===== src/design/bmc_pkg.sv =====
package bmc_pkg;

  // byte addresses on the register port (window 0; the window select at 7e/7f answers in every window)
  localparam logic [6:0] BMC_ADDR_BURST_LO = 7'h00;
  localparam logic [6:0] BMC_ADDR_BURST_HI = 7'h01;
  localparam logic [6:0] BMC_ADDR_MODE_LO = 7'h02;
  localparam logic [6:0] BMC_ADDR_MODE_HI = 7'h03;
  localparam logic [6:0] BMC_ADDR_WIN_LO = 7'h7e;
  localparam logic [6:0] BMC_ADDR_WIN_HI = 7'h7f;

  // burst trigger value
  localparam logic [7:0] BMC_BURST_GO = 8'h00;

  // field positions inside the operating_state_control word
  localparam int BMC_STAT_LSB = 10;
  localparam int BMC_CMD_LSB = 8;
  // command field only, position inside the high byte
  localparam int BMC_CMD_HB_LSB = 0;

  // operating state encodings
  localparam logic [1:0] BMC_STAT_SAMPLING = 2'h0;
  localparam logic [1:0] BMC_STAT_CONFIG = 2'h1;

  // state change commands
  localparam logic [1:0] BMC_CMD_DONE = 2'h0;
  localparam logic [1:0] BMC_CMD_TO_SAMPLING = 2'h1;
  localparam logic [1:0] BMC_CMD_TO_CONFIG = 2'h2;
  localparam logic [1:0] BMC_CMD_UNUSED = 2'h3;

  // reset values
  localparam logic [1:0] BMC_STAT_RESET = BMC_STAT_CONFIG;
  localparam logic [7:0] BMC_WIN_RESET = 8'h00;
  localparam logic [7:0] BMC_WIN_ZERO = 8'h00;

  // cycles a mode transition takes
  localparam int BMC_TRANS_CYCLES = 4;

  typedef enum logic [0:0]
  {
    BMC_ST_IDLE = 1'b0,
    BMC_ST_TRANS = 1'b1
  } bmc_state_e;

  typedef struct packed
  {
    logic wr;
    logic rd;
    logic [6:0] addr;
    logic [7:0] wdata;
  } bmc_req_s;

  typedef struct packed
  {
    logic start;
    logic [15:0] sel;
  } bmc_burst_s;

endpackage


===== src/design/bmc_top.sv =====
`timescale 1ns/1ps
// Overview of operation
// - write 0x00 to trigger byte starts burst, only in window 0 while sampling
// - burst content follows the content selection register
// - bits 11:10 report sampling or configuration
// - bits 9:8 are command; 00 means complete
// - command 01 enters sampling, then clears itself
// - command 10 enters configuration, then clears itself
module bmc_top
#(
  parameter int TRANS_CYC = bmc_pkg::BMC_TRANS_CYCLES
)
(
  // clock and reset
  input wire logic clk_sys,
  input wire logic sys_rst,
  // register access from the link interpreter
  input wire bmc_pkg::bmc_req_s req,
  output logic [15:0] rdata,
  output logic rvalid,
  // burst engine
  input wire logic [15:0] burst_sel_in,
  output bmc_pkg::bmc_burst_s burst,
  // mode to the sampling core
  output logic sampling_on
);
  import bmc_pkg::*;

  localparam int TRANS_MAX = TRANS_CYC + 1;

  bmc_state_e state_r, state_nxt;
  logic [1:0] stat_r, stat_nxt;
  logic [1:0] cmd_r, cmd_nxt;
  logic [1:0] target_r, target_nxt;
  logic [15:0] cnt_r, cnt_nxt;
  logic [7:0] win_r, win_nxt;
  logic [15:0] rdata_nxt;
  logic rvalid_nxt;
  bmc_burst_s burst_nxt;
  logic win0;
  logic cmd_wr;
  logic [1:0] cmd_val;

  assign win0 = (win_r == BMC_WIN_ZERO);
  assign cmd_wr = req.wr && win0 && (req.addr == BMC_ADDR_MODE_HI);
  assign cmd_val = req.wdata[BMC_CMD_HB_LSB +: 2];

  // window select and burst trigger
  always_comb
  begin
    win_nxt = win_r;
    burst_nxt.start = 1'b0;
    burst_nxt.sel = burst.sel;
    if (req.wr && (req.addr == BMC_ADDR_WIN_HI))
    begin
      win_nxt = req.wdata;
    end
    else if (req.wr && win0 && (req.addr == BMC_ADDR_BURST_LO) && (req.wdata == BMC_BURST_GO)
             && (stat_r == BMC_STAT_SAMPLING))
    begin
      burst_nxt.start = 1'b1;
      burst_nxt.sel = burst_sel_in;
    end
  end

  // mode command interpreter
  always_comb
  begin
    state_nxt = state_r;
    stat_nxt = stat_r;
    cmd_nxt = cmd_r;
    target_nxt = target_r;
    cnt_nxt = cnt_r;
    case (state_r)
      BMC_ST_IDLE:
      begin
        if (cmd_wr && (cmd_val == BMC_CMD_TO_SAMPLING || cmd_val == BMC_CMD_TO_CONFIG))
        begin
          cmd_nxt = cmd_val;
          target_nxt = (cmd_val == BMC_CMD_TO_SAMPLING) ? BMC_STAT_SAMPLING : BMC_STAT_CONFIG;
          cnt_nxt = 16'(TRANS_CYC - 1);
          state_nxt = BMC_ST_TRANS;
        end
      end
      BMC_ST_TRANS:
      begin
        if (cnt_r == 16'h0000)
        begin
          stat_nxt = target_r;
          cmd_nxt = BMC_CMD_DONE;
          state_nxt = BMC_ST_IDLE;
        end
        else
        begin
          cnt_nxt = cnt_r - 16'h0001;
        end
      end
      default:
      begin
        state_nxt = BMC_ST_IDLE;
      end
    endcase
  end

  // read path
  always_comb
  begin
    rvalid_nxt = req.rd;
    rdata_nxt = 16'h0000;
    if (req.rd && (req.addr == BMC_ADDR_WIN_HI || req.addr == BMC_ADDR_WIN_LO))
    begin
      rdata_nxt = {win_r, 8'h00};
    end
    else if (req.rd && win0 && (req.addr == BMC_ADDR_MODE_LO || req.addr == BMC_ADDR_MODE_HI))
    begin
      rdata_nxt[BMC_STAT_LSB +: 2] = stat_r;
      rdata_nxt[BMC_CMD_LSB +: 2] = cmd_r;
    end
  end

  always_ff @(posedge clk_sys)
  begin
    if (sys_rst)
    begin
      state_r <= BMC_ST_IDLE;
      stat_r <= BMC_STAT_RESET;
      cmd_r <= BMC_CMD_DONE;
      target_r <= BMC_STAT_RESET;
      cnt_r <= 16'h0000;
      win_r <= BMC_WIN_RESET;
      rdata <= 16'h0000;
      rvalid <= 1'b0;
      burst <= '0;
    end
    else
    begin
      state_r <= state_nxt;
      stat_r <= stat_nxt;
      cmd_r <= cmd_nxt;
      target_r <= target_nxt;
      cnt_r <= cnt_nxt;
      win_r <= win_nxt;
      rdata <= rdata_nxt;
      rvalid <= rvalid_nxt;
      burst <= burst_nxt;
    end
  end

  assign sampling_on = (stat_r == BMC_STAT_SAMPLING);
endmodule


===== config.mk =====
export PLATFORM = sky130hd
export DESIGN_NAME = bmc_top
export DESIGN_NICKNAME = d
export VERILOG_FILES = /design/src/design/bmc_pkg.sv /design/src/design/bmc_top.sv
export SDC_FILE = /design/constraint.sdc
export NUM_CORES = 1
export LEC_CHECK = 0
export ABC_CLOCK_PERIOD_IN_PS = 2100
export BUFFER_PORTS_ARGS = -buffer_cell sky130_fd_sc_hd__buf_4
export CAP_MARGIN = 20
export CELL_PAD_IN_SITES_DETAIL_PLACEMENT = 2
export CELL_PAD_IN_SITES_GLOBAL_PLACEMENT = 2
export CORE_UTILIZATION = 27
export CTS_CLUSTER_SIZE = 24
export DETAILED_ROUTE_END_ITERATION = 10
export PLACE_DENSITY_LB_ADDON = 0.25
export SETUP_SLACK_MARGIN = 0.1
export SYNTH_ARGS = -nofsm -noshare
export SYNTH_HDL_FRONTEND = slang
export SYNTH_SLANG_ARGS = --single-unit

===== constraint.sdc =====
create_clock -name clk_sys -period 2.1 [get_ports clk_sys]
set_input_delay 0.42 -clock clk_sys [delete_from_list [all_inputs] [get_ports clk_sys]]
set_output_delay 0.42 -clock clk_sys [all_outputs]
set_load 0.05 [all_outputs]

After elaboration in Yosys (flattened, before gate mapping)
Cells that the tools add are included.
{ "op_classes": {"muxes": 13, "bitwise": 3, "reduce_logical": 25, "addsub": 1, "n_eq_ne": 9} }
{ "op_table": {"columns": ["operator", "n"], "rows": [
  ["two-way mux 16 bit", 2],
  ["case mux 16 bit (2 select lines)", 1],
  ["two-way mux 17 bit", 1],
  ["zero test 16 bit", 1],
  ["zero test 8 bit", 2],
  ["subtractor 16 x 1 -> 16 bit, second input constant", 1],
  ["equality test 7 x 2 -> 1 bit, second input constant", 2],
  ["equality test 7 bit, second input constant", 2],
  ["logical AND 1 bit", 10],
  ["AND reduction 2 bit", 5],
  ["two-way mux 4 bit", 2],
  ["zero test 7 bit", 1],
  ["two-way mux 2 bit", 2],
  ["!= test 2 bit, second input constant", 2],
  ["case mux 2 bit (2 select lines)", 1],
  ["OR reduction 2 bit", 2],
  ["logical OR 1 bit", 3],
  ["two-way mux 1 bit", 3],
  ["NOT 1 bit", 3],
  ["equality test 2 x 1 -> 1 bit, second input constant", 1],
  ["equality test 2 bit, second input constant", 1],
  ["zero test 2 bit", 1],
  ["!= test 2 x 1 -> 1 bit, second input constant", 1],
  ["case mux 1 bit (2 select lines)", 1]
]} }
{ "totals": {"wordCells": 63, "output_inout_bits": 35, "in_bits": 35, "reg_bits": 65} }

Longest topological paths before layout
Gate-level depths: netlist of the first run.
{ "logic_depth": {"depth_word": 6, "mapped_depth": 8, "mapped_depth_nobuf": 6} }

Worst setup path after synthesis of the first run
Ideal clock, no wire load.
{ "synth_timing": {"path_type": "flip-flop to flip-flop", "start": "register cnt_r[2]", "end": "register cnt_r[10]", "synth_period_minus_slack_ps": 2037, "setup_time_ps": 70, "arrival_ps": 1967, "path_stages_with_launch": 6, "path_buffers": 1, "path_slack_ps": 63, "required_ps": 2030, "cell_sequence": "dfxtp_1 -> or4_1 -> buf_2 -> or3_4 -> or4b_1 -> a21oi_1"} }
{ "synth_via": {"elab_chain_len": 3, "elab_cells_between_ends": 6, "classes_between": "1 x add/sub; 1 x eq/ne; 2 x mux; 2 x reduce/logical"} }
{ "synth_lines": {"columns": ["element", "line_no", "text"], "rows": [
  ["start: declaration", "bmc_top.sv:35", "logic [15:0] cnt_r, cnt_nxt;"],
  ["start signal: assignment", "bmc_top.sv:141", "cnt_r <= cnt_nxt;"],
  ["subtractor 16 x 1 -> 16 bit or zero test 16 bit (tied branches)", "bmc_top.sv:95, bmc_top.sv:87", null],
  ["two-way mux 16 bit or != test 2 bit (tied branches)", null, null],
  ["case mux 16 bit (2 select lines) or AND reduction 2 bit (tied branches)", null, null]
]} }
Several ways; a longest one is shown, not always the timed one. The select of a mux whose other input is x is not followed.
A chain may end at the register's enable or synchronous reset.

Worst setup path after layout of the first run
{ "layout_timing": {"start": "register cnt_r[5]", "end": "register cnt_r[10]"} }
Same word-level chain as after synthesis.

==> results.txt, run 1 <==
----------------------------------------------------
[Run status]
  Status ... complete, no violations

[Power and ir drop]
  Part of the power in registers ... 57.8%
  Worst vdd ir ... 0.280 mV
  Switching portion of total power ... 25.9%
  Static leakage power ... 1.33 nW
  Relative contribution of combinational cells to total power ... 7.7%
  Net switching power of the design ... 0.467 mW
  Internal power contribution ... 1.34 mW
  Part of the power in the clock network ... 34.4%
  Total power consumption of the routed design ... 1.80 mW
  Power density cells ... 551 nW/um2

[Placed design]
  Post-DP HPWL ... 5.75 mm
  Count of input and output buffers ... 61
  Area of placed instances ... 3110 um2
  Placer Congestion ... 0.771
  Placement-stage worst setup slack ... 0.0428 ns

[Detailed routing]
  Vias ... 2,431
  Number of optimization iterations in the first detailed-route pass ... 4
  DR DRC count ... 0
  Routed length per placed instance ... 16.2 um
  Initial drt markers ... 66
  Remaining antenna violation count ... 0
  Routed wire length ... 7.65 mm
  Vias per std cell ... 5.15

[Floorplanning]
  Row count ... 34
  Area of the core region ... 8760 um2
  Width of the chip ... 97.4 um
  Initial standard-cell utilization of the core ... 28.0%
  IO Pins ... 70
  Height of the die ... 97.4 um
  Die outline area ... 9480 um2

[Clocking]
  Number of levels the H-tree was split into ... 2
  Clk slew on worst S/H paths ... 0.11 ns
  Clock tree sinks ... 55
  Number of clock buffers inserted by TritonCTS ... 5
  Clock buffer depth ... 2
  Clock insertion delay at the later pin of the skew report ... 0.32 ns
  Root buf cell ... clkbuf_8
  TritonCTS clock tree ... done

[Worst setup path]
  List of cells traversed by the critical path ... or4_4, or3_4, or4b_4, a21oi_2
  Worst-path fanout max ... 5
  Startpoint type of the worst setup path ... register
  Critical path's slowest cell ... or4_4
  Endpoint kind of the worst setup timing path ... register
  Critical path type ... reg2reg
  Worst path arrival time ... 2.23 ns
  Max stage delay on crit path ... 0.53 ns
  Endpoint required time on the critical path ... 2.35 ns

[STA]
  Total count of max-transition violations in the final report ... 0
  Total negative slack for setup checks ... 0 ns
  Min Clock Period, post-route ... 1.97 ns
  RSZ-0062 raised after global routing ... true
  Number of hold violations in the final report ... 0
  Setup clock skew after layout ... 0.00963 ns
  Final worst path period share ... 94.0%
  Post-route worst setup slack ... 0.126 ns
  Highest attainable clock frequency ... 507 MHz
  Setup-failing EPs final ... 0

[Logic synthesis]
  Flip-flop cell with the highest count after synthesis ... dfxtp_1
  Cell with the most instances after synthesis ... dfxtp_1
  Largest cells by area after synthesis ... dfxtp_1, a21oi_1, o21ai_0
  Gate count after technology mapping ... 288
  Share of synthesized area occupied by flip-flops and latches ... 44.8%
  Area leader, netlist ... dfxtp_1
  Distinct cell type count after synthesis ... 41
  Per-instance average area after synthesis ... 8.53 um2
  Fraction of synthesized cell area taken by the top area cell type ... 44.8%
  Number of synthesized flops with an enable pin ... 0
  Share of flip-flops with an asynchronous set or reset after synthesis ... 0%
  Syn. warnings ... 0
  Synthesized cell area ... 2460 um2
  Synth top cells by count ... dfxtp_1, a21oi_1, o21ai_0
  Number of synthesized register bits ... 55

[Global routing]
  Sum of overflow across all layers after global routing ... 0
  GRT Util Overall ... 16.5%
  First-pass GRT wire length ... 12.8 mm
  Antenna violations before repair ... 0
  Pin count of the biggest net entering global routing ... 22
  Number of global-route vias before repair ... 2,614

[Final layout]
  Post-synthesis to final-layout area growth ... 33.4%
  Final non-filler cell area ... 3280 um2
  Fraction of layout cells with a size suffix above 1 ... 33.0%
  Number of inserted diodes ... 0
  Post-layout util ... 37.4%
  Filler Cell Count ... 993
  Final #Nets ... 401

[Worst hold path]
  HP Class ... in2reg

[Flow run]
  Max-cap violations ... 0

----------------------------------------------------
==> layout by cell type, fill, tap and decap left out, types with 3 or more instances in the layout <==
master    instances
or4_1             4
o211ai_1          3
o31ai_1           5
nor2_1           23
or2_2             4
nor4_1            6
and2_1            5
a21oi_1          28
conb_1            8
nor3_1            7
inv_1             6
mux2i_1          10
nand4_1           4
nand2_1           9
nand3_1          23
ha_1              3
dfxtp_1          50
clkbuf_8          5
dfxtp_2           4
o21ai_0          28
buf_4            86
a22oi_1           3
==> final timing paths <==
path                                  end  slack [ns]     start  cells past startpoint
worst max-delay path            cnt_r[10]        0.13  cnt_r[5]                      4
worst min-delay path             win_r[5]        0.34    req[5]                      3
worst max register to register  cnt_r[10]        0.13  cnt_r[5]                      4
worst min register to register   burst[9]        0.49  burst[9]                      2
==> flip-flops by register name, summed over array words and instances (netlist names) <==
register,flops
burst,17
cnt_r,16
rdata,8
win_r,8
cmd_r,2
rvalid,1
stat_r,1
state_r,1
target_r,1
==> critical path, delay by kind of cell (launching register included) <==
| family | cells | cell delay [ns] |
|---|---|---|
| simple gates | 3 | 1.44 |
| flops | 1 | 0.33 |
| compound gates | 1 | 0.14 |
==> power by group through the flow <==
stage	Clock [mW]	Sequential (mW)	Combinational (mW)
floorplan	0	1.07	0.0750
global placement	0	1.07	0.139
detailed placement	0	1.07	0.140
CTS	0.649	1.04	0.141
global route	0.686	1.04	0.151
finish	0.621	1.04	0.140
==> timing repair <==
action                                 CTS  global route
hold buffers                             0             0
buffers inserted                         3             1
pin swaps                                2             2
setup endpoints to repair                1             7
endpoints found under the hold margin    0             0
resized for setup                        5             8
==> layer usage <==
layer  global-route usage [%]  routed length (um)  vias up
li1                         -                   -     1189
met1                     20.7                3480     1191
met2                     28.4                3750       46
met3                     4.10                 356        5
met4                     3.96                  68        0
met5                        0                   0        -
==> per-stage QoR <==
stage	cells	hold slack, ns
after floorplan	295	0.439
after CTS	471	0.329
after global placement	460	0.463
after global routing	472	0.333
after detailed placement	460	0.475
final	472	0.336
==> area by class of cell <==
class | instances | area, um2 | share of cell area (%)
clock inverters | 3 | 22.5 | 0.688
well taps | 108 | 135 | 4.13
multi-input cells | 209 | 1270 | 38.8
clock buffers | 5 | 68.8 | 2.10
repair buffers | 86 | 646 | 19.7
inverters | 6 | 22.5 | 0.688
flip-flops and latches | 55 | 1110 | 33.9
==> logic make-up (layout without fill, tap and decap cells) <==
group	count (synthesis)	count (layout)	synth area share (%)
AO/OA/AOI/OAI	80	80	18.8
adder cells (fa/ha/maj)	3	3	1.53
buffers and inverters	31	100	6.01
flip-flops	55	55	44.8
multiplexers	10	10	4.08
other	1	8	0.153
AND/OR/NAND/NOR	108	108	24.6
Power figures use the tool's default switching activity.
==> inputs of run 2 (changes only) <==
--- a/config.mk
+++ b/config.mk
@@ -14,6 +14,7 @@
 export CTS_CLUSTER_SIZE = 24
 export DETAILED_ROUTE_END_ITERATION = 10
 export PLACE_DENSITY_LB_ADDON = 0.25
+export RECOVER_POWER = 25
 export SETUP_SLACK_MARGIN = 0.1
 export SYNTH_ARGS = -nofsm -noshare
 export SYNTH_HDL_FRONTEND = slang
==> run 2 against run 1 <==
Against the previous run:
- critical endpoint unchanged
- largest power group unchanged
- clock power hardly changed
- clock-buffer cell count stayed put
- largest cell class unchanged
- first-iteration DRC count is 7.6% higher
- critical path type unchanged
- combinational power hardly changed
- critical path depth stayed put
- sequential cell count stayed put
- sequential share of layout area is 0.71 points higher
==> results.txt, run 2 (synthesis gave the netlist of run 1 again) <==
----------------------------------------------------
[STA]
  Setup-failing EPs final ... 0 (unchanged)
  Number of hold violations in the final report ... 0 (unchanged)
  Total count of max-transition violations in the final report ... 0 (unchanged)
  Highest attainable clock frequency ... 507 MHz (about the same)
  Final worst path period share ... 94.0% (about the same)
  Relative slew slack ... 57.3%
  Transition time at the pin with the least slew margin ... 0.643 ns
  RSZ-0062 raised after global routing ... true
  Setup clock skew after layout ... 0.00980 ns (+0.000170 ns)
  Min Clock Period, post-route ... 1.97 ns (-0.000122 ns)
  Post-route worst setup slack ... 0.126 ns (+0.000122 ns)
  Hold slack final ... 0.336 ns (-0.000102 ns)
  Total negative slack for setup checks ... 0 ns (unchanged)

[Detailed routing]
  Vias ... 2,434 (+0.12%)
  Number of optimization iterations in the first detailed-route pass ... 4 (unchanged)
  Remaining antenna violation count ... 0 (unchanged)
  DR DRC count ... 0 (unchanged)
  Vias per std cell ... 5.16 (+0.12%)
  Routed wire length ... 7.63 mm (-0.35%)
  Initial drt markers ... 71 (+7.6%)
  Routed length per placed instance ... 16.2 um (-0.35%)

[Final layout]
  Final #Nets ... 401 (unchanged)
  Post-synthesis to final-layout area growth ... 30.6%
  Top reg by flops ... burst
  Final non-filler cell area ... 3210 um2 (-2.1%)
  Fraction of layout cells with a size suffix above 1 ... 28.0% (-4.9 points)
  Most frequent standard cell in the layout excluding fill and tap cells ... buf_4
  Largest registers ... burst x17, cnt_r x16
  Top library cells by usage in the layout, fill and taps aside ... buf_4, dfxtp_1, o21ai_0, a21oi_1
  Number of inserted diodes ... 0 (unchanged)
  Post-layout util ... 36.6% (-0.77 points)
  Flip-flop count of the largest register, all copies and words added ... 17 (unchanged)

[Worst hold path]
  Number of cells traversed by the worst hold path ... 3 (unchanged)
  HP Class ... in2reg

[Worst setup path]
  Worst-path fanout max ... 5 (unchanged)
  Startpoint type of the worst setup path ... register
  Endpoint required time on the critical path ... 2.35 ns (about the same)
  Number of cell instances on the worst register-to-register path ... 4 (unchanged)
  Worst path arrival time ... 2.23 ns (about the same)
  Critical path type ... reg2reg
  Endpoint kind of the worst setup timing path ... register

[Clocking]
  Number of levels the H-tree was split into ... 2 (unchanged)
  # hold bufs at CTS ... 0 (unchanged)
  TritonCTS clock tree ... done
  Clk slew on worst S/H paths ... 0.11 ns (about the same)
  Clock insertion delay at the later pin of the skew report ... 0.32 ns (about the same)
  Clock tree sinks ... 55 (unchanged)
  Number of clock buffers inserted by TritonCTS ... 5 (unchanged)
  Clock buffer depth ... 2 (unchanged)
  Root buf cell ... clkbuf_8

[Placed design]
  Post-DP HPWL ... 5.75 mm (unchanged)
  Placer Congestion ... 0.771 (unchanged)
  Placement-stage worst setup slack ... 0.0428 ns (unchanged)
  Area of placed instances ... 3110 um2 (unchanged)
  Count of input and output buffers ... 61 (unchanged)

[Floorplanning]
  Height of the die ... 97.4 um (unchanged)
  Row count ... 34 (unchanged)
  IO Pins ... 70 (unchanged)
  Initial standard-cell utilization of the core ... 28.0% (unchanged)
  Width of the chip ... 97.4 um (unchanged)
  Area of the core region ... 8760 um2 (unchanged)
  Die outline area ... 9480 um2 (unchanged)

[Power and ir drop]
  Net switching power of the design ... 0.467 mW (about the same)
  Part of the power in registers ... 57.8% (about the same)
  Internal power contribution ... 1.34 mW (about the same)
  Part of the power in the clock network ... 34.5% (about the same)
  Switching portion of total power ... 25.9% (about the same)
  Power density cells ... 562 nW/um2 (+2.1%)
  Worst vdd ir ... 0.277 mV (-1.1%)
  Relative contribution of combinational cells to total power ... 7.7% (about the same)
  Static leakage power ... 1.25 nW (-5.8%)

[Run status]
  Status ... complete, no violations

[Global routing]
  Sum of overflow across all layers after global routing ... 0 (unchanged)
  First-pass GRT wire length ... 12.8 mm (unchanged)
  GRT Util Overall ... 16.5% (unchanged)
  Antenna violations before repair ... 0 (unchanged)
  Number of global-route vias before repair ... 2,614 (unchanged)
  Pin count of the biggest net entering global routing ... 22 (unchanged)

[Flow run]
  Max-cap violations ... 0 (unchanged)

----------------------------------------------------
==> run 2: changes by cell type in the layout (fill, tap and decap cells not counted), sizes merged <==
| cell | previous run | this run |
|---|---|---|
| clkbuf | 5 | 23 |
| buf | 86 | 68 |
==> run 2: worst paths after layout <==
path	from	end	slack (ns)
worst max-delay path	cnt_r[5]	cnt_r[10]	0.13
worst min-delay path	req[5]	win_r[5]	0.34
worst max register to register	cnt_r[5]	cnt_r[10]	0.13
worst min register to register	burst[9]	burst[9]	0.49
==> run 2: per-layer routing <==
| metal | routed length (um) | share of wire, % | GRT usage (%) | vias up |
|---|---|---|---|---|
| li1 | - | - | - | 1189 |
| met1 | 3460 | 45 | 20.7 | 1194 |
| met2 | 3740 | 49 | 28.4 | 46 |
| met3 | 355 | 4.7 | 4.10 | 5 |
| met4 | 68 | 0.89 | 3.96 | 0 |
| met5 | 0 | 0 | 0 | - |
==> run 2: final cells by class <==
| type | instances | area [um2] |
|---|---|---|
| inverter | 6 | 22.5 |
| tap | 108 | 135 |
| fill | 1011 | 5560 |
| multi-input combinational | 209 | 1270 |
| clock buffer | 5 | 68.8 |
| timing repair buffer | 86 | 578 |
| sequential | 55 | 1110 |
| clock inverter | 3 | 22.5 |
==> run 2: power groups by stage <==
| stage | Combinational, mW | Sequential [mW] | Clock (mW) |
|---|---|---|---|
| floorplan | 0.0750 | 1.07 | 0 |
| global placement | 0.139 | 1.07 | 0 |
| detailed placement | 0.140 | 1.07 | 0 |
| CTS | 0.141 | 1.04 | 0.649 |
| global route | 0.150 | 1.04 | 0.686 |
| finish | 0.139 | 1.04 | 0.622 |
==> run 2: what timing repair did <==
action,4_1_cts,5_1_grt
pin swaps,2,2
resized for setup,5,8
setup endpoints to repair,1,7
buffers inserted,3,1
hold endpoints to repair,0,0
==> run 2: worst max-delay path: stages (launching register included) <==
cell and delay, ns:
dfxtp_2 0.33, or4_4 0.53, or3_4 0.41, or4b_4 0.50, a21oi_2 0.14
==> run 2: metrics by stage <==
step,std cells,power (mW)
after floorplan,295,1.15
after CTS,471,1.83
after global routing,472,1.88
after detailed placement,460,1.21
after global placement,460,1.21
final,472,1.80
